==> src/core/mon_pkg.sv <==
/*
  Shared constants and types of the encoder link frame monitor: timing of the
  link, counter widths, host address map and the capture state encoding.
  Assumes a 40 MHz core clock; every user names items as mon_pkg::name.
*/
package mon_pkg;

  // ************************************************************
  // Timing
  // ************************************************************
  localparam int CLK_PERIOD_NS       = 25;
  localparam int LINK_MIN_PERIOD_NS  = 100;
  localparam int LINK_MIN_CYCLES     =
    (LINK_MIN_PERIOD_NS + CLK_PERIOD_NS - 1) / CLK_PERIOD_NS;
  localparam int TMO_NUM             = 3;
  localparam int TMO_DEN             = 2;

  // ************************************************************
  // Widths and reset values
  // ************************************************************
  localparam int              CNT_W      = 12;
  localparam int              FCNT_W     = 14;
  localparam logic [11:0]     PERIOD_RST = 12'h0C8;
  localparam logic [13:0]     FCNT_RST   = 14'h0000;

  // ************************************************************
  // Host address map (7-bit address, bit 7 of the command byte clears)
  // ************************************************************
  localparam logic [6:0] ADDR_STATUS  = 7'h40;
  localparam logic [6:0] ADDR_CNT_LO  = 7'h41;
  localparam logic [6:0] ADDR_CNT_HI  = 7'h42;
  localparam logic [6:0] ADDR_NBITS   = 7'h43;
  localparam logic [6:0] ADDR_ERRCODE = 7'h44;
  localparam int         ST_NEW0_BIT  = 0;
  localparam int         ST_NEW1_BIT  = 1;
  localparam int         ST_BANK_BIT  = 2;
  localparam int         ST_CDS_BIT   = 3;
  localparam int         ST_IRQ_BIT   = 6;
  localparam int         ST_ERR_BIT   = 7;
  localparam int         EC_NOSTART   = 0;
  localparam int         EC_OVERFLOW  = 1;

  typedef enum logic [1:0] {
    ST_IDLE       = 2'b00,
    ST_WAIT_START = 2'b01,
    ST_DATA       = 2'b10
  } mon_state_t;

endpackage : mon_pkg

==> src/core/spi_port_if.sv <==
/*
  Byte request channel between the host serial port and the monitor core.
  Assumes both ends run on the core clock.
*/
interface spi_port_if;
  logic       cs_active;
  logic       start_stb;
  logic       rd_stb;
  logic       clr_stb;
  logic [6:0] addr;
  logic [7:0] rdata;

  modport port (
    output cs_active,
    output start_stb,
    output rd_stb,
    output clr_stb,
    output addr,
    input  rdata
  );

  modport core (
    input  cs_active,
    input  start_stb,
    input  rd_stb,
    input  clr_stb,
    input  addr,
    output rdata
  );
endinterface : spi_port_if

==> src/core/encoder_link_frame_monitor.sv <==
/*
  Passive monitor of a clocked encoder link: finds frames, captures control
  and sensor bits, stores frames in two banks, counts frames and flags
  errors; a host reads everything over a serial slave port.
  Assumes all pins are asynchronous to ref_clk_i, which is the internal
  oscillator, and rst_i is the internal power-up reset.
*/

// Functional notes
// - End of frame found by adaptive timeout; then interrupt request is raised if the frame reached the data phase.
// - Status byte shows which banks hold new frame data for polling.
// - Two banks: host reads last complete frame while the other fills.
// - An unfetched bank is simply overwritten; capture never stalls.
// - A 14-bit frame counter is readable over the serial port.
// - Counter advances on every end-of-frame timeout.
// - Critical errors hold the error pin until the host clears it.
// - Sample control and sensor bits correctly up to 10 Mbit/s.
// - Link clock and data lines are inputs only, never driven.
// - Serial slave port with select, clock, data in, data out.
// - Logic held in reset while the reset pin is low.
// - Power-up reset and clocks come from inside the device.
// - Line and slave delay measured per frame, no host setting.
module encoder_link_frame_monitor #(
  parameter int DATA_BITS = 64
) (
  input  wire logic ref_clk_i,
  input  wire logic rst_i,
  input  wire logic reset_in_n_i,
  input  wire logic test_mode_in_n_i,
  input  wire logic line_clock_in_p_i,
  input  wire logic line_clock_in_n_i,
  input  wire logic line_data_in_p_i,
  input  wire logic line_data_in_n_i,
  input  wire logic spi_cs_n_i,
  input  wire logic spi_sclk_i,
  input  wire logic spi_mosi_i,
  output logic      spi_miso_o,
  output logic      spi_miso_oe_o,
  output logic      irq_o,
  output logic      err_o
);

  localparam int DATA_BYTES = DATA_BITS / 8;
  localparam int NB_W       = $clog2(DATA_BITS + 1);
  localparam int CW         = mon_pkg::CNT_W;

  // ************************************************************
  // Pin synchronisers, reset and line receivers
  // ************************************************************
  logic [5:0] pin_s1;
  logic [5:0] pin_s2;
  logic       rst;
  logic       clk_lvl;
  logic       dat_lvl;
  logic       clk_prev;
  logic       next_clk_lvl;
  logic       next_dat_lvl;
  logic       clk_rise;
  logic       clk_fall;
  logic       test_ok;

  always_ff @(posedge ref_clk_i) begin
    pin_s1 <= {test_mode_in_n_i, reset_in_n_i, line_data_in_n_i,
               line_data_in_p_i, line_clock_in_n_i, line_clock_in_p_i};
    pin_s2 <= pin_s1;
  end

  assign rst     = rst_i | ~pin_s2[4];
  assign test_ok = pin_s2[5];

  // Differential receiver: an invalid pair keeps the last level
  always_comb begin
    next_clk_lvl = (pin_s2[0] != pin_s2[1]) ? pin_s2[0] : clk_lvl;
    next_dat_lvl = (pin_s2[2] != pin_s2[3]) ? pin_s2[2] : dat_lvl;
  end

  always_ff @(posedge ref_clk_i) begin
    if (rst) begin
      clk_lvl  <= 1'b1;
      dat_lvl  <= 1'b1;
      clk_prev <= 1'b1;
    end else begin
      clk_lvl  <= next_clk_lvl;
      dat_lvl  <= next_dat_lvl;
      clk_prev <= clk_lvl;
    end
  end

  assign clk_rise = clk_lvl & ~clk_prev;
  assign clk_fall = ~clk_lvl & clk_prev;

  // ************************************************************
  // Frame capture
  // ************************************************************
  mon_pkg::mon_state_t state;
  mon_pkg::mon_state_t next_state;
  logic [CW-1:0]        rise_cnt;
  logic [CW-1:0]        next_rise_cnt;
  logic [CW-1:0]        period;
  logic [CW-1:0]        next_period;
  logic [CW:0]          high_cnt;
  logic [CW:0]          next_high_cnt;
  logic [CW-1:0]        dly;
  logic [CW-1:0]        next_dly;
  logic                 seen_low;
  logic                 next_seen_low;
  logic [1:0]           phase;
  logic [1:0]           next_phase;
  logic [DATA_BITS-1:0] sreg;
  logic [DATA_BITS-1:0] next_sreg;
  logic [NB_W-1:0]      nbit;
  logic [NB_W-1:0]      next_nbit;
  logic                 cds;
  logic                 next_cds;
  logic [CW:0]          tmo_lim;
  logic [CW:0]          samp_raw;
  logic [CW:0]          samp_pt;
  logic                 timeout;
  logic                 samp;
  logic                 frame_done;
  logic                 frame_bad;
  logic                 overflow;

  // Timeout is 1.5 measured link periods of clock held high
  assign tmo_lim  = {1'b0, period} + {2'b00, period[CW-1:1]};
  assign timeout  = (state != mon_pkg::ST_IDLE) && (high_cnt >= tmo_lim);
  // Sample point: measured delay plus half a period, wrapped once
  assign samp_raw = {1'b0, dly} + {2'b00, period[CW-1:1]};
  assign samp_pt  = (samp_raw >= {1'b0, period}) ? samp_raw - {1'b0, period} : samp_raw;
  assign samp     = (state == mon_pkg::ST_DATA) && (rise_cnt != '1) &&
                    ({1'b0, rise_cnt} == samp_pt);

  always_comb begin
    next_state    = state;
    next_rise_cnt = (rise_cnt == '1) ? rise_cnt : rise_cnt + 1'b1;
    next_period   = period;
    next_high_cnt = (!clk_lvl) ? '0 : ((high_cnt == '1) ? high_cnt : high_cnt + 1'b1);
    next_dly      = dly;
    next_seen_low = seen_low;
    next_phase    = phase;
    next_sreg     = sreg;
    next_nbit     = nbit;
    next_cds      = cds;
    frame_done    = 1'b0;
    frame_bad     = 1'b0;
    overflow      = 1'b0;
    if (clk_rise) begin
      next_rise_cnt = '0;
      if (state != mon_pkg::ST_IDLE && rise_cnt != '1 &&
          rise_cnt >= CW'(mon_pkg::LINK_MIN_CYCLES - 1)) begin
        next_period = rise_cnt;
      end
    end
    unique case (state)
      mon_pkg::ST_IDLE: begin
        if (clk_fall && test_ok) begin
          next_state    = mon_pkg::ST_WAIT_START;
          next_seen_low = 1'b0;
          next_nbit     = '0;
          next_sreg     = '0;
          next_phase    = 2'h0;
          next_rise_cnt = '1;
        end
      end
      mon_pkg::ST_WAIT_START: begin
        if (!dat_lvl) begin
          next_seen_low = 1'b1;
        end else if (seen_low) begin
          next_state = mon_pkg::ST_DATA;
          next_dly   = rise_cnt;
        end
      end
      mon_pkg::ST_DATA: begin
        if (samp) begin
          if (phase == 2'h0) begin
            next_phase = 2'h1;
          end else if (phase == 2'h1) begin
            next_cds   = dat_lvl;
            next_phase = 2'h2;
          end else if (nbit == NB_W'(DATA_BITS)) begin
            overflow = 1'b1;
          end else begin
            next_sreg = {sreg[DATA_BITS-2:0], dat_lvl};
            next_nbit = nbit + 1'b1;
          end
        end
      end
      default: begin
        next_state = mon_pkg::ST_IDLE;
      end
    endcase
    if (timeout) begin
      next_state = mon_pkg::ST_IDLE;
      frame_done = 1'b1;
      frame_bad  = (state != mon_pkg::ST_DATA);
    end
  end

  always_ff @(posedge ref_clk_i) begin
    if (rst) begin
      state    <= mon_pkg::ST_IDLE;
      rise_cnt <= '1;
      period   <= mon_pkg::PERIOD_RST;
      high_cnt <= '0;
      dly      <= '0;
      seen_low <= 1'b0;
      phase    <= 2'h0;
      sreg     <= '0;
      nbit     <= '0;
      cds      <= 1'b0;
    end else begin
      state    <= next_state;
      rise_cnt <= next_rise_cnt;
      period   <= next_period;
      high_cnt <= next_high_cnt;
      dly      <= next_dly;
      seen_low <= next_seen_low;
      phase    <= next_phase;
      sreg     <= next_sreg;
      nbit     <= next_nbit;
      cds      <= next_cds;
    end
  end

  // ************************************************************
  // Banks, counter, flags and host reads
  // ************************************************************
  spi_port_if bus ();

  logic [DATA_BITS-1:0]    bank_data [2];
  logic [DATA_BITS-1:0]    next_bank_data [2];
  logic [NB_W-1:0]         bank_nbits [2];
  logic [NB_W-1:0]         next_bank_nbits [2];
  logic [1:0]              bank_cds;
  logic [1:0]              next_bank_cds;
  logic [1:0]              new_flag;
  logic [1:0]              next_new_flag;
  logic                    wr_bank;
  logic                    next_wr_bank;
  logic                    rd_bank;
  logic                    next_rd_bank;
  logic                    lat_bank;
  logic                    next_lat_bank;
  logic [mon_pkg::FCNT_W-1:0] frame_cnt;
  logic [mon_pkg::FCNT_W-1:0] next_frame_cnt;
  logic                    err;
  logic                    next_err;
  logic [1:0]              err_code;
  logic [1:0]              next_err_code;
  logic                    irq;
  logic                    next_irq;
  logic [7:0]              rdata;
  logic [7:0]              next_rdata;
  logic                    good;

  assign good = frame_done & ~frame_bad;

  always_comb begin
    next_bank_data  = bank_data;
    next_bank_nbits = bank_nbits;
    next_bank_cds   = bank_cds;
    next_new_flag   = new_flag;
    next_wr_bank    = wr_bank;
    next_rd_bank    = rd_bank;
    next_lat_bank   = bus.start_stb ? rd_bank : lat_bank;
    next_frame_cnt  = frame_done ? frame_cnt + 1'b1 : frame_cnt;
    next_err        = err;
    next_err_code   = err_code;
    next_irq        = irq;
    next_rdata      = rdata;
    if (bus.clr_stb) begin
      next_err      = 1'b0;
      next_err_code = 2'b00;
    end
    if (bus.rd_stb) begin
      if (bus.addr == mon_pkg::ADDR_STATUS) begin
        next_irq = 1'b0;
      end
      if (bus.addr == 7'(DATA_BYTES - 1)) begin
        next_new_flag[lat_bank] = 1'b0;
      end
      if (bus.addr < 7'(DATA_BYTES)) begin
        next_rdata = bank_data[lat_bank][8*bus.addr +: 8];
      end else begin
        unique case (bus.addr)
          mon_pkg::ADDR_STATUS:  next_rdata = {err, irq, 2'b00, bank_cds[lat_bank],
                                               lat_bank, new_flag};
          mon_pkg::ADDR_CNT_LO:  next_rdata = frame_cnt[7:0];
          mon_pkg::ADDR_CNT_HI:  next_rdata = {2'b00, frame_cnt[13:8]};
          mon_pkg::ADDR_NBITS:   next_rdata = 8'(bank_nbits[lat_bank]);
          mon_pkg::ADDR_ERRCODE: next_rdata = {6'h00, err_code};
          default:               next_rdata = 8'h00;
        endcase
      end
    end
    // Events win over a clear in the same cycle
    if (frame_bad | overflow) begin
      next_err = 1'b1;
      next_err_code[mon_pkg::EC_NOSTART]  = err_code[mon_pkg::EC_NOSTART] | frame_bad;
      next_err_code[mon_pkg::EC_OVERFLOW] = err_code[mon_pkg::EC_OVERFLOW] | overflow;
    end
    if (good) begin
      next_bank_data[wr_bank]  = sreg;
      next_bank_nbits[wr_bank] = nbit;
      next_bank_cds[wr_bank]   = cds;
      next_new_flag[wr_bank]   = 1'b1;
      next_rd_bank             = wr_bank;
      next_wr_bank             = ~wr_bank;
      next_irq                 = 1'b1;
    end
  end

  always_ff @(posedge ref_clk_i) begin
    if (rst) begin
      bank_data  <= '{default: '0};
      bank_nbits <= '{default: '0};
      bank_cds   <= 2'b00;
      new_flag   <= 2'b00;
      wr_bank    <= 1'b0;
      rd_bank    <= 1'b1;
      lat_bank   <= 1'b1;
      frame_cnt  <= mon_pkg::FCNT_RST;
      err        <= 1'b0;
      err_code   <= 2'b00;
      irq        <= 1'b0;
      rdata      <= 8'h00;
    end else begin
      bank_data  <= next_bank_data;
      bank_nbits <= next_bank_nbits;
      bank_cds   <= next_bank_cds;
      new_flag   <= next_new_flag;
      wr_bank    <= next_wr_bank;
      rd_bank    <= next_rd_bank;
      lat_bank   <= next_lat_bank;
      frame_cnt  <= next_frame_cnt;
      err        <= next_err;
      err_code   <= next_err_code;
      irq        <= next_irq;
      rdata      <= next_rdata;
    end
  end

  assign bus.rdata = rdata;
  assign irq_o     = irq;
  assign err_o     = err;

  spi_slave_port u_spi (
    .ref_clk_i     (ref_clk_i),
    .rst_i         (rst),
    .spi_cs_n_i    (spi_cs_n_i),
    .spi_sclk_i    (spi_sclk_i),
    .spi_mosi_i    (spi_mosi_i),
    .spi_miso_o    (spi_miso_o),
    .spi_miso_oe_o (spi_miso_oe_o),
    .bus           (bus)
  );

endmodule : encoder_link_frame_monitor

==> src/core/spi_slave_port.sv <==
/*
  Serial slave port, mode 0, MSB first: first byte is a command (bit 7 set
  clears the error latch, bits 6:0 an address), later bytes return data with
  address auto increment. Assumes pins are asynchronous to ref_clk_i.
*/
module spi_slave_port (
  input  wire logic  ref_clk_i,
  input  wire logic  rst_i,
  input  wire logic  spi_cs_n_i,
  input  wire logic  spi_sclk_i,
  input  wire logic  spi_mosi_i,
  output logic       spi_miso_o,
  output logic       spi_miso_oe_o,
  spi_port_if.port   bus
);

  logic [2:0] pin_s1;
  logic [2:0] pin_s2;
  logic       sclk_prev;
  logic       cs_prev;
  logic [2:0] bit_cnt;
  logic       first;
  logic       load_pend;
  logic [7:0] rx;
  logic [7:0] tx;
  logic [6:0] addr;
  logic       rd_stb;
  logic       clr_stb;
  logic       start_stb;
  logic [2:0] next_bit_cnt;
  logic       next_first;
  logic       next_load_pend;
  logic [7:0] next_rx;
  logic [7:0] next_tx;
  logic [6:0] next_addr;
  logic       next_rd_stb;
  logic       next_clr_stb;
  logic       next_start_stb;
  logic       cs_act;
  logic       sclk_rise;
  logic       sclk_fall;

  assign cs_act    = ~pin_s2[0];
  assign sclk_rise = pin_s2[1] & ~sclk_prev & cs_act;
  assign sclk_fall = ~pin_s2[1] & sclk_prev & cs_act;

  always_comb begin
    next_bit_cnt   = bit_cnt;
    next_first     = first;
    next_load_pend = load_pend;
    next_rx        = rx;
    next_tx        = tx;
    next_addr      = addr;
    next_rd_stb    = 1'b0;
    next_clr_stb   = 1'b0;
    next_start_stb = cs_act & ~cs_prev;
    if (cs_act & ~cs_prev) begin
      next_bit_cnt = 3'h0;
      next_first   = 1'b1;
      next_tx      = 8'h00;
    end
    if (sclk_rise) begin
      next_rx      = {rx[6:0], pin_s2[2]};
      next_bit_cnt = bit_cnt + 3'h1;
      if (bit_cnt == 3'h7) begin
        next_load_pend = 1'b1;
        next_rd_stb    = 1'b1;
        next_first     = 1'b0;
        if (first) begin
          next_addr    = {rx[5:0], pin_s2[2]};
          next_clr_stb = rx[6];
        end else begin
          next_addr = addr + 7'h01;
        end
      end
    end
    if (sclk_fall) begin
      if (load_pend) begin
        next_tx        = bus.rdata;
        next_load_pend = 1'b0;
      end else begin
        next_tx = {tx[6:0], 1'b0};
      end
    end
  end

  always_ff @(posedge ref_clk_i) begin
    pin_s1 <= {spi_mosi_i, spi_sclk_i, spi_cs_n_i};
    pin_s2 <= pin_s1;
    if (rst_i) begin
      sclk_prev <= 1'b0;
      cs_prev   <= 1'b0;
      bit_cnt   <= 3'h0;
      first     <= 1'b1;
      load_pend <= 1'b0;
      rx        <= 8'h00;
      tx        <= 8'h00;
      addr      <= 7'h00;
      rd_stb    <= 1'b0;
      clr_stb   <= 1'b0;
      start_stb <= 1'b0;
    end else begin
      sclk_prev <= pin_s2[1];
      cs_prev   <= cs_act;
      bit_cnt   <= next_bit_cnt;
      first     <= next_first;
      load_pend <= next_load_pend;
      rx        <= next_rx;
      tx        <= next_tx;
      addr      <= next_addr;
      rd_stb    <= next_rd_stb;
      clr_stb   <= next_clr_stb;
      start_stb <= next_start_stb;
    end
  end

  assign bus.cs_active = cs_act;
  assign bus.start_stb = start_stb;
  assign bus.rd_stb    = rd_stb;
  assign bus.clr_stb   = clr_stb;
  assign bus.addr      = addr;
  assign spi_miso_o    = tx[7];
  assign spi_miso_oe_o = cs_act;

endmodule : spi_slave_port

==> config.mk <==
export PLATFORM = sky130hd
export DESIGN_NAME = encoder_link_frame_monitor
export DESIGN_NICKNAME = d
export VERILOG_FILES = /design/src/core/mon_pkg.sv /design/src/core/spi_port_if.sv /design/src/core/encoder_link_frame_monitor.sv /design/src/core/spi_slave_port.sv
export SDC_FILE = /design/constraint.sdc
export NUM_CORES = 1
export LEC_CHECK = 0
export BUFFER_PORTS_ARGS = -buffer_cell sky130_fd_sc_hd__buf_2
export CELL_PAD_IN_SITES_DETAIL_PLACEMENT = 1
export CELL_PAD_IN_SITES_GLOBAL_PLACEMENT = 1
export CORE_MARGIN = 2
export CORE_UTILIZATION = 44
export CTS_CLUSTER_DIAMETER = 100
export DETAILED_ROUTE_END_ITERATION = 10
export PLACE_DENSITY = 0.74
export SYNTH_ARGS = -nofsm -noshare
export SYNTH_HDL_FRONTEND = slang
export SYNTH_SLANG_ARGS = --single-unit
==> constraint.sdc <==
create_clock -name ref_clk_i -period 4.8 [get_ports ref_clk_i]
set_clock_uncertainty 0.05 [all_clocks]
set_input_delay 0.72 -clock ref_clk_i [delete_from_list [all_inputs] [get_ports ref_clk_i]]
set_output_delay 0.72 -clock ref_clk_i [all_outputs]
set_load 0.01 [all_outputs]
==> qor.yml <==
status: "finished, violations left"
failed_checks: "negative setup slack"
end_kind: "flip-flop"
grt_use_total: 0.2539
r2r-end: "sreg[19]"
finish.instance_area_mm2: 0.01935
dr.pass1.iters: 5
place_hpwl_um: 31930
coreArea_mm2: 0.03670
postSynthCellCount: 1881
synth_edf_count: 0
grt_pass1_vias: 14720
final_cell_mix: "nand2_1, dfxtp_1, a21oi_1, nor2_1, buf_4"
ctsHoldBuffers: 0
cts_buffer_depth: 3
drc: 0
syn-cell-area_mm2: 0.01644
die-area_mm2: 0.03894
required_ps: 5200
fin_tns_setup_ps: -7159
start_kind: "flip-flop"
period_minus_slack_ps: 4964
placed_area_mm2: 0.01745
dieWidth_um: 197.3
ios: 15
grt_max_degree: 109
tightest_slew_ps: 985.3
finalNetCount: 1997
synthSimpleGateAreaFrac: 0.1822
hp-class: "input pin to flip-flop"
hold_viol: 0
place_congestion: 0.9743
cts.htree.levels: 2
clk_pin_slew_ps: 60
fin_ws_ps: -164.1
synth-xor-area-share: 0.03599
drt_iter0_markers: 727
finalSetupViolations: 66
synth_top_family_by_area: "compound AO/OA/AOI/OAI gates"
whs_ps: 206.4
cellLeakagePower_uw: 0.007110
yosysWarnings: 0
synth_compound_area_frac: 0.1861
r2r_slack_ps: -160
routed_wl_um: 50040
slew_viol_final: 0
r2r_start: "period[1]"
post-route-period-util: 1.034
rsz0062_at_grt: "true"
final_common_cell: "nand2_1"
min_to: "u_spi.pin_s1[2]"
antenna_found_initial: 0
ys.flop_type: "dfxtp_1"
grt_first_pass_wirelength_um: 79270
io_buffers: 14
r2r.worst_path.cells: 23
ir_worst_vdd_mv: 0.2643
ys_seq_area_frac: 0.4310
via_count: 14150
antennaDiodeCount: 0
cts.sinks: 354
synth-seq-cells: 354
fmax_mhz: 201.4
num_rows: 70
cp_max_fo: 22
crit_type: "flip-flop to flip-flop"
syn_avg_cell_area_um2: 8.742
power_density_mw_per_mm2: 342.2
syn_to_final_growth_pct: 17.69
vias_per_cell: 5.838
drtAntennaViolNets: 0
synthArstFlopShare: 0
synth_fp_nets: 1954
cts_buffers: 40
max_cap_viol_count: 0
cts_tree: "yes"
min-delay-start: "spi_mosi_i"
max_slew_margin: 0.3396
wl_per_cell_um: 20.65
drive_above_1_share: 0.1591
cts_root_buf: "clkbuf_16"
initial_core_util: 0.4481
yosysUniqueCellTypes: 76
cp.arrival_ps: 5370
synth_fa_ha_area_frac: 0.04854
die_y_um: 197.3
muxShareOfSynthArea: 0.07198
worstSkewPairLatency_ps: 570
hold_depth: 1
grt_overflow: 0
==> report_power, final <==
group	total [µW]	switching, µW	internal [µW]
Clock	3080	1280	1800
Combinational	483	279	204
Sequential	3060	92.1	2970
==> critical path: stages, from the launching register on <==
cell	delay, ps
dfxtp_4	350
ha_4	130
inv_2	30
fa_2	340
nand2b_4	160
a211oi_4	250
o221a_2	250
or2_4	120
a21oi_2	60
xnor2_1	140
ha_1	320
nand4_1	210
nor4_4	340
nor3b_2	110
a21o_1	230
buf_6	140
buf_4	140
nand3_1	70
o21ai_1	80
a211o_1	360
nor4_4	300
nor3_4	140
clkbuf_16	260
a22o_1	250
==> layer usage <==
metal	vias to the layer above	wire, µm	track usage
li1	6704	-	-
met1	7082	22180	0.3275
met2	288	24090	0.4336
met3	72	2521	0.04576
met4	0	1244	0.07547
met5	-	0	0
==> stage by stage <==
step                      instances  utilization  worst slack, ps  power [µW]
after floorplan                1881            -           -38.78        3449
after global placement         2326       0.4755           -50.10        3560
after detailed placement       2326       0.4755           -222.3        3577
after CTS                      2408       0.5176           -19.73        6657
after global routing           2423       0.5274           -413.2        6871
final                          2423       0.5274           -164.1        6623
==> layout make-up <==
type | count | area [µm²]
sequential | 354 | 7096
clock inverter | 15 | 161.4
clock buffer | 58 | 1159
fill | 4244 | 17340
inverter | 43 | 161.4
timing repair buffer | 129 | 1247
multi-input combinational | 1356 | 8944
tap | 468 | 585.6
==> worst max-delay path by stage <==
stage	cells after the start	slack [ps]	from	end
global placement	21	-50	dly[0]	sreg[13]
finish	23	-160	period[1]	sreg[19]
global route	23	-410	period[1]	sreg[19]
CTS	20	-20	period[1]	sreg[45]
floorplan	22	-40	period[1]	sreg[13]
detailed placement	21	-220	dly[0]	sreg[6]
==> flip-flops by register name, indices dropped and copies added, names as in the netlist, 7 cells and up <==
signal / count
u_spi.rx: 7
sreg: 64
bus.rdata: 8
rise_cnt: 12
dly: 12
u_spi.bus.addr: 7
bank_data: 128
frame_cnt: 14
u_spi.tx: 8
period: 12
bank_nbits: 14
high_cnt: 13
nbit: 7
==> cells by family after synthesis <==
group	Yosys count
AO/OA/AOI/OAI	476
XOR/XNOR	66
adder cells (fa/ha/maj)	62
buffers and inverters	171
flip-flops	354
multiplexers	68
AND/OR/NAND/NOR	684
==> repair_timing <==
item                       in CTS  in global routing
buffers inserted                6                  9
setup endpoints to repair     200                238
gates cloned                    3                  6
gates resized for setup        25                 40
pin swaps                       7                 28
==> cell usage after synthesis, types with 4 or more instances <==
| cell type | instances | area, µm² |
|---|---|---|
| nand2_1 | 397 | 1490 |
| xnor2_1 | 36 | 315.3 |
| a21o_1 | 20 | 150.1 |
| a211oi_1 | 13 | 97.59 |
| a31oi_1 | 20 | 125.1 |
| o221a_2 | 5 | 56.30 |
| and3_1 | 18 | 112.6 |
| nand2b_1 | 11 | 68.82 |
| or3_1 | 6 | 37.54 |
| buf_2 | 7 | 35.03 |
| buf_1 | 13 | 48.80 |
| or2_2 | 6 | 37.54 |
| buf_6 | 7 | 78.83 |
| a221oi_1 | 6 | 52.55 |
| o211ai_1 | 12 | 90.09 |
| nor2b_1 | 9 | 56.30 |
| dfxtp_1 | 354 | 7087 |
| clkbuf_1 | 94 | 352.8 |
| ha_1 | 59 | 738.2 |
| nor2_1 | 110 | 412.9 |
| nor3_1 | 33 | 165.2 |
| a211o_1 | 4 | 35.03 |
| nor4_1 | 10 | 62.56 |
| o21a_1 | 11 | 82.58 |
| o21ai_0 | 47 | 235.2 |
| and2_1 | 13 | 81.33 |
| o31ai_1 | 4 | 30.03 |
| nand4_1 | 18 | 112.6 |
| a22oi_1 | 8 | 60.06 |
| inv_1 | 43 | 161.4 |
| a22o_1 | 65 | 569.3 |
| a21oi_1 | 220 | 1101 |
| mux4_2 | 40 | 900.9 |
| xor2_1 | 29 | 254.0 |
| nand3_1 | 32 | 160.2 |
| nor3b_1 | 6 | 45.04 |
| a2111oi_0 | 6 | 52.55 |
| o21bai_1 | 7 | 52.55 |
| buf_4 | 6 | 45.04 |
| mux2i_1 | 26 | 260.3 |
No activity file was read; power rests on OpenSTA's default activity.
